<file path="src/hdl/cwsm_pkg.sv">
// constants shared by the communication watchdog blocks
package cwsm_pkg;
  // apb register byte offsets
  localparam logic [7:0] CWSM_CTRL_OFS = 8'h00;
  localparam logic [7:0] CWSM_TMO_OFS = 8'h04;
  localparam logic [7:0] CWSM_STAT_OFS = 8'h08;
  localparam logic [7:0] CWSM_ELAPSED_OFS = 8'h0C;
  localparam logic [7:0] CWSM_RELEASE_OFS = 8'h10;
  localparam logic [7:0] CWSM_SAFEVAL_OFS = 8'h14;
  localparam logic [7:0] CWSM_OUTCMD_OFS = 8'h18;
  localparam logic [7:0] CWSM_INPUT_OFS = 8'h1C;
  localparam logic [7:0] CWSM_IRQSTAT_OFS = 8'h20;
  localparam logic [7:0] CWSM_IRQMASK_OFS = 8'h24;
  // field positions
  localparam int CWSM_CTRL_AUTO_BIT = 0;
  localparam int CWSM_CTRL_SVC_LSB = 1;
  localparam int CWSM_STAT_SAFE_BIT = 0;
  localparam int CWSM_STAT_LINK_BIT = 1;
  localparam int CWSM_EV_ENTER_BIT = 0;
  localparam int CWSM_EV_EXIT_BIT = 1;
  localparam int CWSM_EV_RECON_BIT = 2;
  localparam int CWSM_EV_W = 3;
  // monitored service encoding
  localparam logic [1:0] CWSM_SVC_MODBUS_TCP = 2'h0;
  // values after reset, plus the timeout-off value, seconds counter limit and release code
  localparam logic CWSM_AUTO_RST = 1'b0;
  localparam logic [1:0] CWSM_SVC_RST = 2'h0;
  localparam logic [15:0] CWSM_TMO_RST = 16'h0000;
  localparam logic [15:0] CWSM_TMO_OFF = 16'h0000;
  localparam logic [15:0] CWSM_SEC_MAX = 16'hFFFF;
  localparam logic [31:0] CWSM_RELEASE_CODE = 32'h0000_0000;
  // timing
  localparam int unsigned CWSM_CLK_PERIOD_NS = 10;
  localparam int unsigned CWSM_SECOND_NS = 1000000000;
  localparam int unsigned CWSM_BLINK_HALF_MS = 100;
  localparam int unsigned CWSM_SEC_CYCLES = CWSM_SECOND_NS / CWSM_CLK_PERIOD_NS;
  localparam int unsigned CWSM_BLINK_CYCLES = CWSM_BLINK_HALF_MS * 1000000 / CWSM_CLK_PERIOD_NS;
endpackage

</file>
<file path="src/hdl/cwsm_tick.sv">
// periodic one-cycle pulse generator with restart
`timescale 1ns/100ps
module cwsm_tick #(
  parameter int unsigned PERIOD = 16
) (
  input wire logic pclk, // system clock
  input wire logic presetn, // async reset, active low
  input wire logic clr, // hold count at zero
  output logic tick // one-cycle pulse each period
);
  localparam int CW = (PERIOD > 2) ? $clog2(PERIOD) : 1;
  localparam logic [CW-1:0] LAST = CW'(PERIOD - 1);

  initial begin
    if (PERIOD < 2) $error("cwsm_tick: PERIOD must be at least 2");
  end

  logic [CW-1:0] cnt_q;

  // count cycles, registered pulse in the cycle after the last one
  always_ff @(posedge pclk or negedge presetn) begin
    if (!presetn) begin
      cnt_q <= '0;
      tick <= 1'b0;
    end else if (clr) begin
      cnt_q <= '0;
      tick <= 1'b0;
    end else begin
      cnt_q <= (cnt_q == LAST) ? '0 : cnt_q + 1'b1;
      tick <= (cnt_q == LAST);
    end
  end
endmodule

</file>
<file path="src/hdl/cwsm_top.sv">
// communication watchdog with safe mode, apb register slave
//
// Decided for this implementation: the APB slave port and the register offsets.
`timescale 1ns/100ps
module cwsm_top
  import cwsm_pkg::*;
#(
  parameter int N_OUT = 8,
  parameter int N_IN = 8,
  parameter int N_MOD = 4,
  parameter logic [N_MOD-1:0] MOD_HAS_OUT = '1,
  parameter int unsigned SEC_CYCLES = CWSM_SEC_CYCLES,
  parameter int unsigned BLINK_CYCLES = CWSM_BLINK_CYCLES
) (
  input wire logic pclk, // system clock, 100 MHz
  input wire logic presetn, // async reset, active low
  input wire logic psel, // apb select
  input wire logic penable, // apb access phase
  input wire logic pwrite, // apb write
  input wire logic [7:0] paddr, // apb byte address
  input wire logic [31:0] pwdata, // apb write data
  output logic [31:0] prdata, // apb read data
  output logic pready, // apb ready
  output logic pslverr, // apb error on unmapped address
  input wire logic link_up, // master connected on the service, async
  input wire logic exit_cmd, // exit safe mode command pulse
  input wire logic ext_out_wr, // output write from other access path
  input wire logic [N_OUT-1:0] ext_out_data, // data for that write
  input wire logic [N_IN-1:0] in_ch, // input channel pins, async
  output logic [N_OUT-1:0] out_ch, // output channel drive
  output logic rdy_led_red, // ready led red
  output logic rdy_led_green, // ready led green
  output logic [N_MOD-1:0] mod_led_red, // module status red
  output logic [N_MOD-1:0] mod_led_green, // module status green
  output logic irq // level interrupt
);
  initial begin
    if (N_OUT < 1 || N_OUT > 32) $error("cwsm_top: N_OUT out of 1..32");
    if (N_IN < 1 || N_IN > 32) $error("cwsm_top: N_IN out of 1..32");
    if (N_MOD < 1) $error("cwsm_top: N_MOD must be positive");
  end

  logic link_m_q, link_s_q;
  logic [N_IN-1:0] in_m_q, in_s_q;
  logic auto_q;
  logic [1:0] svc_q;
  logic [15:0] tmo_q;
  logic [15:0] disc_sec_q;
  logic safe_q;
  logic [N_OUT-1:0] safe_val_q, out_cmd_q;
  logic [CWSM_EV_W-1:0] ev_stat_q, ev_mask_q;
  logic link_prev_q;
  logic blink_q;
  logic sec_tick, blink_tick;

  // bus phase decode
  logic setup, wr_acc, rd_acc;
  assign setup = psel && !penable;
  assign wr_acc = psel && penable && pready && pwrite;
  assign rd_acc = psel && penable && pready && !pwrite;

  function automatic logic mapped(input logic [7:0] a);
    mapped = (a[1:0] == 2'h0) && (a <= CWSM_IRQMASK_OFS);
  endfunction

  function automatic logic hit(input logic [7:0] a, input logic [7:0] ofs);
    hit = (a == ofs);
  endfunction

  // two-flop synchronisers for pins
  always_ff @(posedge pclk or negedge presetn) begin
    if (!presetn) begin
      // link taken as present at reset, so no false reconnect event follows reset
      link_m_q <= 1'b1;
      link_s_q <= 1'b1;
      in_m_q <= '0;
      in_s_q <= '0;
    end else begin
      link_m_q <= link_up;
      link_s_q <= link_m_q;
      in_m_q <= in_ch;
      in_s_q <= in_m_q;
    end
  end

  // monitored connection only for the modbus tcp service
  logic svc_ok, connected, reconnect;
  assign svc_ok = (svc_q == CWSM_SVC_MODBUS_TCP);
  assign connected = link_s_q || !svc_ok;
  assign reconnect = connected && !link_prev_q;

  // manual release paths
  logic release_req;
  assign release_req = exit_cmd
    || (wr_acc && hit(paddr, CWSM_RELEASE_OFS) && pwdata == CWSM_RELEASE_CODE);

  // second tick restarts while connected so timing starts at disconnect
  cwsm_tick #(.PERIOD(SEC_CYCLES)) u_sec (
    .pclk(pclk),
    .presetn(presetn),
    .clr(connected),
    .tick(sec_tick)
  );

  cwsm_tick #(.PERIOD(BLINK_CYCLES)) u_blink (
    .pclk(pclk),
    .presetn(presetn),
    .clr(!safe_q),
    .tick(blink_tick)
  );

  // configuration registers
  always_ff @(posedge pclk or negedge presetn) begin
    if (!presetn) begin
      auto_q <= CWSM_AUTO_RST;
      svc_q <= CWSM_SVC_RST;
      tmo_q <= CWSM_TMO_RST;
      safe_val_q <= '0;
      ev_mask_q <= '0;
    end else if (wr_acc) begin
      if (hit(paddr, CWSM_CTRL_OFS)) begin
        auto_q <= pwdata[CWSM_CTRL_AUTO_BIT];
        svc_q <= pwdata[CWSM_CTRL_SVC_LSB +: 2];
      end
      if (hit(paddr, CWSM_TMO_OFS)) tmo_q <= pwdata[15:0];
      if (hit(paddr, CWSM_SAFEVAL_OFS)) safe_val_q <= pwdata[N_OUT-1:0];
      if (hit(paddr, CWSM_IRQMASK_OFS)) ev_mask_q <= pwdata[CWSM_EV_W-1:0];
    end
  end

  // normal output command, locked while in safe mode
  always_ff @(posedge pclk or negedge presetn) begin
    if (!presetn) begin
      out_cmd_q <= '0;
    end else if (!safe_q) begin
      if (wr_acc && hit(paddr, CWSM_OUTCMD_OFS)) out_cmd_q <= pwdata[N_OUT-1:0];
      else if (ext_out_wr) out_cmd_q <= ext_out_data;
    end
  end

  // disconnected seconds counter
  always_ff @(posedge pclk or negedge presetn) begin
    if (!presetn) begin
      disc_sec_q <= '0;
    end else if (connected || release_req) begin
      disc_sec_q <= '0;
    end else if (sec_tick && disc_sec_q != CWSM_SEC_MAX) begin
      disc_sec_q <= disc_sec_q + 16'h0001;
    end
  end

  // safe mode flag; entry wins over a clear in the same cycle
  logic enter, leave;
  assign enter = !safe_q && !connected && tmo_q != CWSM_TMO_OFF
    && disc_sec_q >= tmo_q;
  assign leave = safe_q && (release_req || (auto_q && connected));

  always_ff @(posedge pclk or negedge presetn) begin
    if (!presetn) begin
      safe_q <= 1'b0;
      link_prev_q <= 1'b1;
    end else begin
      link_prev_q <= connected;
      if (enter) safe_q <= 1'b1;
      else if (leave) safe_q <= 1'b0;
    end
  end

  // output drive follows safe values in safe mode
  always_ff @(posedge pclk or negedge presetn) begin
    if (!presetn) out_ch <= '0;
    else out_ch <= safe_q ? safe_val_q : out_cmd_q;
  end

  // fast blink phase and indicators
  always_ff @(posedge pclk or negedge presetn) begin
    if (!presetn) begin
      blink_q <= 1'b0;
      rdy_led_red <= 1'b0;
      rdy_led_green <= 1'b1;
      mod_led_red <= '0;
      mod_led_green <= '1;
    end else begin
      blink_q <= !safe_q ? 1'b1 : (blink_tick ? !blink_q : blink_q);
      rdy_led_red <= safe_q && blink_q;
      rdy_led_green <= !safe_q;
      mod_led_red <= {N_MOD{safe_q && blink_q}} & MOD_HAS_OUT;
      mod_led_green <= ~({N_MOD{safe_q}} & MOD_HAS_OUT);
    end
  end

  // sticky events, read clears, set wins
  logic [CWSM_EV_W-1:0] ev_set, ev_clr;
  always_comb begin
    ev_set = '0;
    ev_set[CWSM_EV_ENTER_BIT] = enter;
    ev_set[CWSM_EV_EXIT_BIT] = leave;
    ev_set[CWSM_EV_RECON_BIT] = reconnect;
    // clear only what the read reported, so a later event is not lost
    ev_clr = (rd_acc && hit(paddr, CWSM_IRQSTAT_OFS)) ? prdata[CWSM_EV_W-1:0] : '0;
  end

  always_ff @(posedge pclk or negedge presetn) begin
    if (!presetn) begin
      ev_stat_q <= '0;
      irq <= 1'b0;
    end else begin
      ev_stat_q <= (ev_stat_q & ~ev_clr) | ev_set;
      irq <= |(((ev_stat_q & ~ev_clr) | ev_set) & ev_mask_q);
    end
  end

  // read mux
  logic [31:0] rd_mux;
  always_comb begin
    rd_mux = 32'h0000_0000;
    case (paddr)
      CWSM_CTRL_OFS: begin
        rd_mux[CWSM_CTRL_AUTO_BIT] = auto_q;
        rd_mux[CWSM_CTRL_SVC_LSB +: 2] = svc_q;
      end
      CWSM_TMO_OFS: rd_mux[15:0] = tmo_q;
      CWSM_STAT_OFS: begin
        rd_mux[CWSM_STAT_SAFE_BIT] = safe_q;
        rd_mux[CWSM_STAT_LINK_BIT] = link_s_q;
      end
      CWSM_ELAPSED_OFS: rd_mux[15:0] = disc_sec_q;
      CWSM_RELEASE_OFS: rd_mux[CWSM_STAT_SAFE_BIT] = safe_q;
      CWSM_SAFEVAL_OFS: rd_mux[N_OUT-1:0] = safe_val_q;
      CWSM_OUTCMD_OFS: rd_mux[N_OUT-1:0] = out_cmd_q;
      CWSM_INPUT_OFS: rd_mux[N_IN-1:0] = in_s_q;
      CWSM_IRQSTAT_OFS: rd_mux[CWSM_EV_W-1:0] = ev_stat_q;
      CWSM_IRQMASK_OFS: rd_mux[CWSM_EV_W-1:0] = ev_mask_q;
      default: rd_mux = 32'h0000_0000;
    endcase
  end

  // apb answer: no wait state, ready in the first access cycle
  always_ff @(posedge pclk or negedge presetn) begin
    if (!presetn) begin
      pready <= 1'b0;
      prdata <= 32'h0000_0000;
      pslverr <= 1'b0;
    end else begin
      pready <= setup;
      if (setup) begin
        prdata <= pwrite ? 32'h0000_0000 : rd_mux;
        pslverr <= !mapped(paddr);
      end else if (pready) begin
        pslverr <= 1'b0;
      end
    end
  end

  // checks
  property p_no_timeout_entry;
    @(posedge pclk) disable iff (!presetn)
      (tmo_q == CWSM_TMO_OFF && !safe_q) |=> !safe_q;
  endproperty
  a_no_timeout_entry: assert property (p_no_timeout_entry) else $error("entry with timeout off");

  property p_entry_at_count;
    @(posedge pclk) disable iff (!presetn)
      $rose(safe_q) |-> $past(disc_sec_q) >= $past(tmo_q) && $past(tmo_q) != 16'h0000;
  endproperty
  a_entry_at_count: assert property (p_entry_at_count) else $error("early safe entry");

  property p_count_only_disc;
    @(posedge pclk) disable iff (!presetn)
      connected |=> disc_sec_q == 16'h0000;
  endproperty
  a_count_only_disc: assert property (p_count_only_disc) else $error("counter not reset");

  property p_safe_outputs;
    @(posedge pclk) disable iff (!presetn)
      safe_q ##1 safe_q |-> out_ch == $past(safe_val_q);
  endproperty
  a_safe_outputs: assert property (p_safe_outputs) else $error("outputs not safe");

  property p_write_locked;
    @(posedge pclk) disable iff (!presetn)
      safe_q |=> out_cmd_q == $past(out_cmd_q);
  endproperty
  a_write_locked: assert property (p_write_locked) else $error("output written in safe mode");

  property p_auto_exit;
    @(posedge pclk) disable iff (!presetn)
      (safe_q && auto_q && connected) |=> !safe_q ##1 rdy_led_green;
  endproperty
  a_auto_exit: assert property (p_auto_exit) else $error("no auto clear");

  property p_hold_no_auto;
    @(posedge pclk) disable iff (!presetn)
      (safe_q && !auto_q && !release_req) |=> safe_q;
  endproperty
  a_hold_no_auto: assert property (p_hold_no_auto) else $error("left safe mode unasked");

  property p_release_exit;
    @(posedge pclk) disable iff (!presetn)
      (safe_q && release_req) |=> !safe_q;
  endproperty
  a_release_exit: assert property (p_release_exit) else $error("release ignored");

  property p_led_in_safe;
    @(posedge pclk) disable iff (!presetn)
      safe_q ##1 safe_q |-> !rdy_led_green && rdy_led_red == $past(blink_q);
  endproperty
  a_led_in_safe: assert property (p_led_in_safe) else $error("led not blinking red");

  c_enter: cover property (@(posedge pclk) disable iff (!presetn) $rose(safe_q));
  c_auto: cover property (@(posedge pclk) disable iff (!presetn) leave && auto_q && connected);
  c_manual: cover property (@(posedge pclk) disable iff (!presetn) leave && release_req);
endmodule

</file>
<file path="config.mk">
export PLATFORM = sky130hd
export DESIGN_NAME = cwsm_top
export DESIGN_NICKNAME = d
export VERILOG_FILES = /design/src/hdl/cwsm_pkg.sv /design/src/hdl/cwsm_tick.sv /design/src/hdl/cwsm_top.sv
export SDC_FILE = /design/constraint.sdc
export NUM_CORES = 1
export LEC_CHECK = 0
export ABC_CLOCK_PERIOD_IN_PS = 5200
export BUFFER_PORTS_ARGS = -buffer_cell sky130_fd_sc_hd__buf_2
export CAP_MARGIN = 20
export CORE_UTILIZATION = 60
export CTS_CLUSTER_DIAMETER = 120
export DETAILED_ROUTE_END_ITERATION = 8
export GPL_TIMING_DRIVEN = 0
export PLACE_DENSITY = 0.9
export SETUP_SLACK_MARGIN = 0.4
export SKIP_LAST_GASP = 1
export SLEW_MARGIN = 20
export SYNTH_ARGS = -nofsm -noshare
export SYNTH_HDL_FRONTEND = slang
export SYNTH_SLANG_ARGS = --single-unit
export TNS_END_PERCENT = 20
</file>
<file path="constraint.sdc">
create_clock -name pclk -period 5.2 [get_ports pclk]
set_input_delay 0.52 -clock pclk [delete_from_list [all_inputs] [get_ports pclk]]
set_output_delay 0.52 -clock pclk [all_outputs]
set_load 0.01 [all_outputs]
</file>
Yosys cells after proc, flatten, opt, wreduce, memory -nomap -nowiden
Cells that the tools add are included.
{"block": "word_totals", "regBits": 181, "in_bits": 64, "out_inout_bits": 53, "word_cells": 122}
{"block": "op_classes", "add_sub_neg": 3, "n_lt_le_gt_ge": 2, "n_eq_ne": 13, "n_mux": 24, "bitwise_logic": 6, "n_reduce_logical": 46}
{"operator": "$mux W27", "n": 2}
{"operator": "$mux W16", "n": 3}
{"operator": "$mux W24", "n": 2}
{"operator": "$eq A8 B5 Y1 const B", "n": 4}
{"operator": "$logic_not A32 Y1", "n": 1}
{"operator": "$add A27 B1 Y27 const B", "n": 1}
{"operator": "$eq A27 B27 Y1 const B", "n": 1}
{"operator": "$pmux W5 S5", "n": 1}
{"operator": "$add A24 B1 Y24 const B", "n": 1}
{"operator": "$eq A24 B24 Y1 const B", "n": 1}
{"operator": "$mux W8", "n": 3}
{"operator": "$logic_and A1 B1 Y1", "n": 18}
{"operator": "$pmux W1 S9", "n": 2}
{"operator": "$add A16 B1 Y16 const B", "n": 1}
{"operator": "$eq A8 B4 Y1 const B", "n": 2}
{"operator": "$eq A8 B6 Y1 const B", "n": 2}
{"operator": "$ge A16 B16 Y1", "n": 1}
{"operator": "$ne A16 B16 Y1 const B", "n": 1}
{"operator": "$pmux W8 S2", "n": 1}
{"operator": "$reduce_bool A16 Y1", "n": 1}
{"operator": "$reduce_and A2 Y1", "n": 5}
{"operator": "$eq A8 B3 Y1 const B", "n": 1}
{"operator": "$le A8 B6 Y1 const B", "n": 1}
{"operator": "$logic_not A1 Y1", "n": 8}
{"operator": "15 further kinds", "n": 30}

Longest topological paths before layout
Gate-level depths: netlist of run 1.
{"block": "depth", "depth_word": 11, "depth_mapped": 8, "mapped_depth_nobuf": 7}

By module
Synthesis of run 1 repeated with hierarchy kept, for this count alone.
{"block": "hier_totals", "hier_cells": 795, "area_unflattened_um2": 8231.6}
{"mod": "cwsm_top", "n_inst": 1, "cells_per_inst": 504, "area_per_inst_um2": 5412.7}
{"mod": "cwsm_tick at u_sec", "n_inst": 1, "cells_per_inst": 156, "area_per_inst_um2": 1549.0}
{"mod": "cwsm_tick at u_blink", "n_inst": 1, "cells_per_inst": 135, "area_per_inst_um2": 1270.0}

Worst setup path before layout of run 1
OpenSTA, ideal clock, no wires.
{"block": "synth_path", "path_kind": "input to register", "from": "input paddr[0]", "to": "register irq", "arrival_ns": 2.198, "required_time_ns": 5.074, "setup_slack_ns": 2.876, "stages": 6, "n_path_buf": 1, "cell_sequence": "buf_4 > or4_4 > nor4_2 > a21oi_1 > a211o_1 > a221o_1"}
{"block": "synth_between", "elab_chain_len": 9, "elab_cells_between_ends": 14}
{"item": "start, declared", "line": "cwsm_top.sv:20", "source": "input wire logic [7:0] paddr,"}
{"item": "$eq A8 B5 Y1", "line": "cwsm_top.sv:67", "source": "hit = (a == ofs);"}
{"item": "$logic_and A1 B1 Y1 (2 in a row)", "line": "cwsm_top.sv:95", "source": "|| (wr_acc && hit(paddr, CWSM_RELEASE_OFS) && pwdata == CWSM_RELEASE_CODE);"}
{"item": "$logic_or A1 B1 Y1", "line": "cwsm_top.sv:95"}
{"item": "$logic_or A1 B1 Y1", "line": "cwsm_top.sv:156", "source": "assign leave = safe_q && (release_req || (auto_q && connected));"}
{"item": "$logic_and A1 B1 Y1", "line": "cwsm_top.sv:156"}
{"item": "$or A3 B3 Y3 *", "line": "cwsm_top.sv:209", "source": "irq <= |(((ev_stat_q & ~ev_clr) | ev_set) & ev_mask_q);"}
{"item": "$and A3 B3 Y3 *", "line": "cwsm_top.sv:209"}
{"item": "$reduce_or A3 Y1 *", "line": "cwsm_top.sv:209"}
{"item": "end signal, assigned", "line": "cwsm_top.sv:209"}
{"item": "end, declared", "line": "cwsm_top.sv:35", "source": "output logic irq"}
Every way passes the cells marked *; elsewhere a longest branch is shown, timed or not.
A chain may end at the register's enable or synchronous reset.

Worst setup path in the final report of run 1
{"block": "layout_path", "from": "register tmo_q[15]", "to": "register irq"}
{"block": "layout_between", "elab_chain_len": 6, "elab_cells_between_ends": 7}
{"item": "start, declared", "line": "cwsm_top.sv:47", "source": "logic [15:0] tmo_q;"}
{"item": "start signal, assigned", "line": "cwsm_top.sv:125", "source": "if (hit(paddr, CWSM_TMO_OFS)) tmo_q <= pwdata[15:0];"}
{"item": "parallel branches: the longest is 2 deep, another holds $ge A16 B16 Y1"}
{"item": "$logic_and A1 B1 Y1 *", "line": "cwsm_top.sv:155", "source": "&& disc_sec_q >= tmo_q;"}
{"item": "$or A3 B3 Y3 *", "line": "cwsm_top.sv:209"}
{"item": "$and A3 B3 Y3 *", "line": "cwsm_top.sv:209"}
{"item": "$reduce_or A3 Y1 *", "line": "cwsm_top.sv:209"}
Every way passes the cells marked *.

==> results.yml, run 1 <==
layout:
  layout.cells.most_common: "sky130_fd_sc_hd__dfrtp_1"
  final_cell_mix: "sky130_fd_sc_hd__dfrtp_1 (156), sky130_fd_sc_hd__buf_2 (104), sky130_fd_sc_hd__nor2_1 (83)"
  syn2layout_area_growth_pct: 17.2
  n_antenna_cell: 0
  layout.filler_cells: 922
  drive_above_1_share_pct: 24.9
  finish.net_count: 983
detailed_routing:
  route.detailed.drc: 0
  detail_route.vias_per_cell: 5.95
  wl_per_cell_um: 18.0
  drt_iter0_drc: 642
  drt_first_pass_iters: 7
  postRouteAntennaNets: 0
  met3WireLength_mm: 1.05
  wl_met2_mm: 9.83
  wirelength_met1_mm: 7.89
  vias: 6455
  routed_wl_mm: 19.5
  route.top_layer_used: "met4"
floorplanning:
  die_outline_area_um2: 13800
  die_w_um: 117
  total_i_o_pin_count: 117
  num_rows: 41
  die_h_um: 117
  floorplan.initialDensity_pct: 62.3
  core-area_um2: 12800
critical_path:
  setup.worst_path.start_class: "flop"
  arrival_ns: 2.94
  reg2regPathDepth: 7
  worst_path_buffer_plus_inverter_count: 1
  cp_top_family: "compound AO/OA/AOI/OAI gates"
  worst_setup_path_endpoint: "irq$_DFF_PN0_"
  crit_chain: "inv_1 -> ha_1 -> nand4_1 -> or4_1 -> o32a_1 -> a2111oi_2 -> a221o_1"
  worstReg2RegStart: "tmo_q[15]$_DFFE_PN0P_"
  path_depth: 7
  worst-setup-path-type: "reg -> reg"
  reg2reg_slack_ns: 2.61
  setup.worst_path.start: "tmo_q[15]$_DFFE_PN0P_"
  cpMaxStageDelayCell: "sky130_fd_sc_hd__or4_1"
  capture_instance_of_the_worst_register_to_register_path: "irq$_DFF_PN0_"
  timing.critical_path.required_ns: 5.55
  critPathMaxStageDelay_ns: 0.55
  path_max_fanout: 4
  endpoint_kind: "flop"
synthesis:
  post_synth_inst_count: 767
  synthArstFlopShare_pct: 100
  synth-main-ff-cell: "sky130_fd_sc_hd__dfrtp_1"
  yosys_warnings: 0
  ys_types: 63
  syn_area_um2: 7990
  yosys.area.top_type: "sky130_fd_sc_hd__dfrtp_1"
  synth_area_leaders: "sky130_fd_sc_hd__dfrtp_1 (49%), sky130_fd_sc_hd__mux2_2 (6.3%), sky130_fd_sc_hd__xnor2_1 (4.3%)"
  yosys.area.top_type_share_pct: 48.9
  yosys_register_bits: 160
  sequential_area_share_after_synthesis_pct: 50.2
  count_of_flip_flops_with_a_built_in_enable_after_synthesis: 0
  syn_avg_cell_area_um2: 10.4
place:
  post-place-ws_ns: 2.44
  detailedPlacementHpwl_mm: 13.7
  gp_routability_congestion: 0.900
  io_buffer_count: 98
clocking:
  clock_sink_count: 160
  ctsHtreeMaxLevel: 4
  clock_tree.buffer_depth: 2
  cts_inserted_buffers: 17
  cts.reportedPaths.clkPinSlew_ns: 0.06
  ctsHoldBuffers: 0
  post-cts-setup-buffer-count: 0
  tritoncts: "yes"
  worst_skew_late_latency_ns: 0.42
  clock-root-buffer: "sky130_fd_sc_hd__clkbuf_16"
  cts_resized: 0
power:
  clock_group_share_of_total_power_pct: 44.5
  power_frac_seq_pct: 47.9
  net-switching-power_w: 0.000633
  cellPowerDensity_nw_per_um2: 291
  swShare_pct: 23.2
  combinationalPowerShare_pct: 7.6
  leakagePower_nw: 4.21
  p_int_w: 0.00209
  peakVddDrop_v: 0.000232
timing:
  finalHoldViolCount: 0
  slew_headroom_pct: 28.7
  setup_viol: 0
  clock.fmax_mhz: 386
  timing.clock.skew_ns: 0.00583
  post-route-worst-setup-slack_ns: 2.61
  min_period_ns: 2.59
  timing.final.crit_share_pct: 49.8
  tns_ns: 0
  timing.final.max_slew_violations: 0
  max_slew.worst_pin.slew_ns: 1.06
  rsz0062_at_grt: "no"
grt:
  grt_pass1_wl_mm: 31.9
  initial_antenna_violation_count: 0
  grt_use_total_pct: 29.7
  globalRoute.totalOverflow: 0
  grt_pass1_vias: 6415
  grt_max_degree: 83
run:
  drv.max_cap_violation_count: 0
outcome:
  status: "finished, final reports clean"
min_path:
  worst_hold_path_type: "in -> async"
Yosys cell counts (2+ instances only):
master                     count
sky130_fd_sc_hd__a222oi_1      5
sky130_fd_sc_hd__and2_1        3
sky130_fd_sc_hd__nor4_1       30
sky130_fd_sc_hd__a21oi_1      30
sky130_fd_sc_hd__inv_1        27
sky130_fd_sc_hd__nand4_1      22
sky130_fd_sc_hd__nor3_1       21
sky130_fd_sc_hd__a221oi_1      3
sky130_fd_sc_hd__and4_1       10
sky130_fd_sc_hd__mux2i_1       4
sky130_fd_sc_hd__xor2_1       23
sky130_fd_sc_hd__or4_1         3
sky130_fd_sc_hd__xnor2_1      39
sky130_fd_sc_hd__and3_1       12
sky130_fd_sc_hd__nand4b_1      3
sky130_fd_sc_hd__mux2_2       45
sky130_fd_sc_hd__ha_1         19
sky130_fd_sc_hd__a221o_1       2
sky130_fd_sc_hd__a21o_1        9
sky130_fd_sc_hd__dfrtp_1     156
sky130_fd_sc_hd__o21ai_0      14
sky130_fd_sc_hd__a211o_1       2
sky130_fd_sc_hd__dfstp_2       4
sky130_fd_sc_hd__or3_1         2
sky130_fd_sc_hd__nor3_2        2
sky130_fd_sc_hd__o31ai_1       2
sky130_fd_sc_hd__o22ai_1       9
sky130_fd_sc_hd__nand3b_1      3
sky130_fd_sc_hd__buf_2         7
sky130_fd_sc_hd__nand2b_1      7
sky130_fd_sc_hd__nor2_1       83
sky130_fd_sc_hd__clkbuf_1     18
sky130_fd_sc_hd__a31oi_1       2
sky130_fd_sc_hd__o21a_1        2
sky130_fd_sc_hd__buf_4        26
sky130_fd_sc_hd__nand3_1      26
sky130_fd_sc_hd__or3b_2        2
sky130_fd_sc_hd__a21boi_0      2
sky130_fd_sc_hd__buf_1         2
sky130_fd_sc_hd__nor4b_1       2
sky130_fd_sc_hd__a22oi_1       8
sky130_fd_sc_hd__nand2_1      55
flip-flops by register name, summed over array words and instances, names as in the netlist, 2 cells and up:
| signal | flops |
|---|---|
| u_sec.cnt_q | 27 |
| u_blink.cnt_q | 24 |
| disc_sec_q | 16 |
| prdata | 16 |
| tmo_q | 16 |
| in_m_q | 8 |
| in_s_q | 8 |
| out_ch | 8 |
| out_cmd_q | 8 |
| safe_val_q | 8 |
| ev_mask_q | 3 |
| ev_stat_q | 3 |
| svc_q | 2 |
stage by stage:
stage	power (W)	area [µm²]	hold WS [ns]	util (%)	std cells
floorplan	0.00142	8050	0.224	-	782
global placement	0.00152	8750	0.332	68.2	1052
detailed placement	0.00153	8790	0.335	68.5	1053
CTS	0.00274	9360	0.0937	73.0	1085
global route	0.00282	9360	0.116	73.0	1085
finish	0.00272	9360	0.0739	73.0	1085
cells by family (layout without fill, tap and decap cells):
| group | after synthesis | after routing | synth area share [%] |
|---|---|---|---|
| flops | 160 | 160 | 50.2 |
| fa+ha+maj | 19 | 19 | 2.98 |
| buf+inv | 81 | 212 | 5.23 |
| mux | 50 | 50 | 7.13 |
| compound gates | 100 | 100 | 8.46 |
| xor+xnor | 62 | 62 | 6.80 |
| simple gates | 294 | 294 | 19.2 |
| other cells | 1 | 16 | 0.0469 |
area by class of cell:
cell class	instances	area [µm²]	area share, %
inverter	27	101	1.08
multi-input combinational	541	3620	38.6
buffer	54	317	3.38
timing repair buffer	99	528	5.64
sequential	160	4010	42.8
clock inverter	11	114	1.22
tap	172	215	2.30
clock buffer	21	460	4.92
power by group through the flow:
| stage | logic [W] | clock network (W) | registers (W) |
|---|---|---|---|
| final | 0.000206 | 0.00121 | 0.00130 |
| after global routing | 0.000223 | 0.00129 | 0.00131 |
| after CTS | 0.000205 | 0.00123 | 0.00130 |
| after detailed placement | 0.000202 | 0 | 0.00132 |
| after global placement | 0.000195 | 0 | 0.00132 |
| after floorplan | 0.0000991 | 0 | 0.00132 |
worst min path at each step:
stage | end | slack, ns | cells after the start | from
4_1_cts | disc_sec_q[14]$_DFFE_PN0P_ | 0.09 | 1 | presetn
3_3_place_gp | in_s_q[0]$_DFF_PN0_ | 0.33 | 0 | in_m_q[0]$_DFF_PN0_
5_1_grt | disc_sec_q[14]$_DFFE_PN0P_ | 0.12 | 1 | presetn
2_1_floorplan | auto_q$_DFFE_PN0P_ | 0.22 | 0 | presetn
3_5_place_dp | in_s_q[3]$_DFF_PN0_ | 0.33 | 0 | in_m_q[3]$_DFF_PN0_
6_report | disc_sec_q[14]$_DFFE_PN0P_ | 0.07 | 1 | presetn
routing by layer:
layer | GRT usage (%) | vias to the layer above
li1 | - | 2965
met5 | 0 | -
met1 | 36.2 | 3181
met2 | 49.4 | 249
met4 | 16.5 | 0
met3 | 6.13 | 60
Power figures use the tool's default switching activity.
==> run 2: changes to the inputs <==
Settings changed: ABC_AREA set to 1, ABC_CLOCK_PERIOD_IN_PS 5200 to 2200, CORE_UTILIZATION 60 to 53, PLACE_DENSITY 0.9 to 0.84.
Clock period 5.2 ns to 2.2 ns, I/O delays scaled along.
==> run 2 against run 1 <==
Synthesized area up 8.3%. Routed wire length up 16%. Register-to-register slack worse by 2.2 ns. Clock power rose to 2.7 times the previous value. Global-route usage down 1.6 points. Via count up 24%. Total power up 150%. Utilization down 6.1 points. Non-clock buffer count up 29. Maximum frequency up 41%. Clock skew up 0.0027 ns. Highest routed layer is now met5.
==> results.yml, run 2 <==
run:
  drv.max_cap_violation_count: 0
layout:
  finish.cell_count_without_fillers: 1480
  largest_reg_flops: 27
  syn2layout_area_growth_pct: 22.9
  post-route-cell-area_um2: 10600
  finish.net_count: 1331
  layout.cells.most_common: "sky130_fd_sc_hd__nand2_1"
  reg_top3: "u_sec.cnt_q x27, u_blink.cnt_q x24"
  drive_above_1_share_pct: 23.0
  final_cell_mix: "sky130_fd_sc_hd__nand2_1 (233), sky130_fd_sc_hd__dfrtp_1 (150), sky130_fd_sc_hd__nor2_1 (148)"
  regMostFlops: "u_sec.cnt_q"
synthesis:
  syn_avg_cell_area_um2: 8.04
  sequential_area_share_after_synthesis_pct: 46.3
  synth_area_leaders: "sky130_fd_sc_hd__dfrtp_1 (45%), sky130_fd_sc_hd__nand2_1 (10%), sky130_fd_sc_hd__nor2_1 (6.6%)"
  yosys.area.top_type_share_pct: 45.1
  syn_area_um2: 8650
  yosys_warnings: 0
  count_of_flip_flops_with_a_built_in_enable_after_synthesis: 0
  ys_types: 46
  post_synth_inst_count: 1076
  yosys_register_bits: 160
  post_synth_most_frequent_cells: "sky130_fd_sc_hd__nand2_1 (239), sky130_fd_sc_hd__dfrtp_1 (156), sky130_fd_sc_hd__nor2_1 (152)"
  synth-main-ff-cell: "sky130_fd_sc_hd__dfrtp_1"
  synthArstFlopShare_pct: 100
  yosys.area.top_type: "sky130_fd_sc_hd__dfrtp_1"
  synthMostInstantiatedCell: "sky130_fd_sc_hd__nand2_1"
detailed_routing:
  vias: 8000
  drt_first_pass_iters: 5
  wl_per_cell_um: 15.4
  drt_iter0_drc: 788
  postRouteAntennaNets: 0
  routed_wl_mm: 22.7
  detail_route.vias_per_cell: 5.41
  route.detailed.drc: 0
grt:
  grt_max_degree: 98
  grt_pass1_wl_mm: 36.3
  grt_use_total_pct: 28.2
  globalRouteMet3Util_pct: 5.54
  globalRoute.totalOverflow: 0
  global_route.peak_usage_layer: "met2"
  groute.layer.met2.usage_pct: 46.2
  initial_antenna_violation_count: 3
  grt.met1_usage_pct: 36.3
  grt_pass1_vias: 7493
place:
  placed_cells_incl_taps: 1408
  io_buffer_count: 100
  detailed_place.area_um2: 9520
  detailedPlacementHpwl_mm: 16.2
  post-place-ws_ns: 0.260
  gp_routability_congestion: 0.951
power:
  clock_group_share_of_total_power_pct: 49.1
  p_int_w: 0.00527
  peakVddDrop_v: 0.000524
  swShare_pct: 21.5
  leakagePower_nw: 4.97
  power_frac_seq_pct: 45.1
  combinationalPowerShare_pct: 5.8
  net-switching-power_w: 0.00144
  cellPowerDensity_nw_per_um2: 632
critical_path:
  worst-setup-path-type: "reg -> reg"
  path_max_fanout: 10
  arrival_ns: 2.15
  setup.worst_path.start: "disc_sec_q[8]$_DFFE_PN0P_"
  reg2reg_slack_ns: 0.37
  timing.critical_path.required_ns: 2.52
  setup.worst_path.start_class: "flop"
  endpoint_kind: "flop"
  worstReg2RegStart: "disc_sec_q[8]$_DFFE_PN0P_"
timing:
  worst_hold_slack_ns: 0.0637
  timing.final.crit_share_pct: 83.2
  setup_viol: 0
  min_period_ns: 1.83
  slew_headroom_pct: 59.8
  clock.fmax_mhz: 546
  post-route-worst-setup-slack_ns: 0.369
  timing.final.max_slew_violations: 0
  max_slew.worst_pin.slew_ns: 0.603
  timing.clock.skew_ns: 0.00855
  rsz0062_at_grt: "yes"
  finalHoldViolCount: 0
floorplanning:
  die_outline_area_um2: 16800
  core-area_um2: 15900
  num_rows: 46
  total_i_o_pin_count: 117
  floorplan.initialDensity_pct: 54.5
  die_h_um: 130
  die_w_um: 130
clocking:
  tritoncts: "yes"
  clock_sink_count: 160
  clock_tree.buffer_depth: 2
  clock-root-buffer: "sky130_fd_sc_hd__clkbuf_16"
  cts.reportedPaths.clkPinSlew_ns: 0.06
  worst_skew_late_latency_ns: 0.43
  ctsHtreeMaxLevel: 4
  cts_inserted_buffers: 17
min_path:
  holdCritStartpoint: "pwdata[13]"
  worst_hold_path_type: "in -> reg"
outcome:
  status: "finished, final reports clean"
[run 2: changes by cell type in the layout (fill, tap and decap cells not counted), sizes merged, moves of 11 or more]
cell	previous run	this run
nor2	83	169
clkbuf	39	28
and3	12	1
nand2	56	247
xor2	23	37
dlygate4sd3	0	11
xnor2	39	4
o21ai	15	88
nor4	32	11
mux2	45	0
inv	27	118
buf	135	164
nand3	26	67
[run 2: worst max-delay path, cell delays in order (launching register included)]
cell and delay [ns]:
sky130_fd_sc_hd__dfrtp_1 0.47, sky130_fd_sc_hd__inv_2 0.07, sky130_fd_sc_hd__nor3_1 0.31, sky130_fd_sc_hd__nand4_1 0.16
sky130_fd_sc_hd__nand2_2 0.17, sky130_fd_sc_hd__inv_2 0.08, sky130_fd_sc_hd__buf_6 0.15, sky130_fd_sc_hd__nand2_1 0.08
sky130_fd_sc_hd__xor2_1 0.17, sky130_fd_sc_hd__nor2_1 0.06
[run 2: power groups by stage]
| stage | clock [W] | sequential (W) | combinational (W) |
|---|---|---|---|
| 3_3_place_gp | 0 | 0.00308 | 0.000348 |
| 3_5_place_dp | 0 | 0.00308 | 0.000363 |
| 2_1_floorplan | 0 | 0.00308 | 0.000154 |
| 4_1_cts | 0.00331 | 0.00303 | 0.000380 |
| 6_report | 0.00330 | 0.00303 | 0.000392 |
| 5_1_grt | 0.00345 | 0.00303 | 0.000442 |
[run 2: cells by family after synthesis]
family,count (synthesis),synth area share [%]
simple gates,556,28.9
xor+xnor,41,4.15
flops,160,46.3
fa+ha+maj,19,2.75
compound gates,137,9.31
other cells,1,0.0433
buf+inv,162,8.50
[run 2: timing repair]
action,CTS,global route
pin swaps,1,11
endpoints found under the hold margin,73,0
setup buffers,2,24
hold buffers,11,0
resized for setup,3,33
endpoints found under the setup margin,34,55
[run 2: area by class of cell]
class                      count  area, µm²
fill                        1277       5260
timing repair buffer         138        856
inverter                     118        443
multi-input combinational    769       4080
buffer                        44        293
tap                          216        270
clock buffer                  21        480
sequential                   160       4020
antenna                        3       7.51
clock inverter                11        183
[run 2: metal layers]
metal	wire, µm	part of all wire (%)
met1	9500	42
met2	10800	48
met3	1710	7.5
met4	681	3.0
met5	16	0.070
[run 2: final timing paths]
kind / end / cells after the start
max in group asynchronous: mod_led_green[2]$_DFF_PN1_ / 3
worst max-delay path: disc_sec_q[9]$_DFFE_PN0P_ / 9
worst min register to register: in_s_q[6]$_DFF_PN0_ / 0
worst min-delay path: tmo_q[13]$_DFFE_PN0P_ / 3
min in group asynchronous: irq$_DFF_PN0_ / 2
worst max register to register: disc_sec_q[9]$_DFFE_PN0P_ / 9
[run 2: through the flow]
step                setup TNS, ns  util [%]  total power (W)
floorplan                       0         -          0.00324
global placement          -227.93      59.7          0.00343
detailed placement              0      59.9          0.00344
CTS                             0      65.0          0.00672
global route                    0      66.9          0.00693
finish                          0      66.9          0.00672
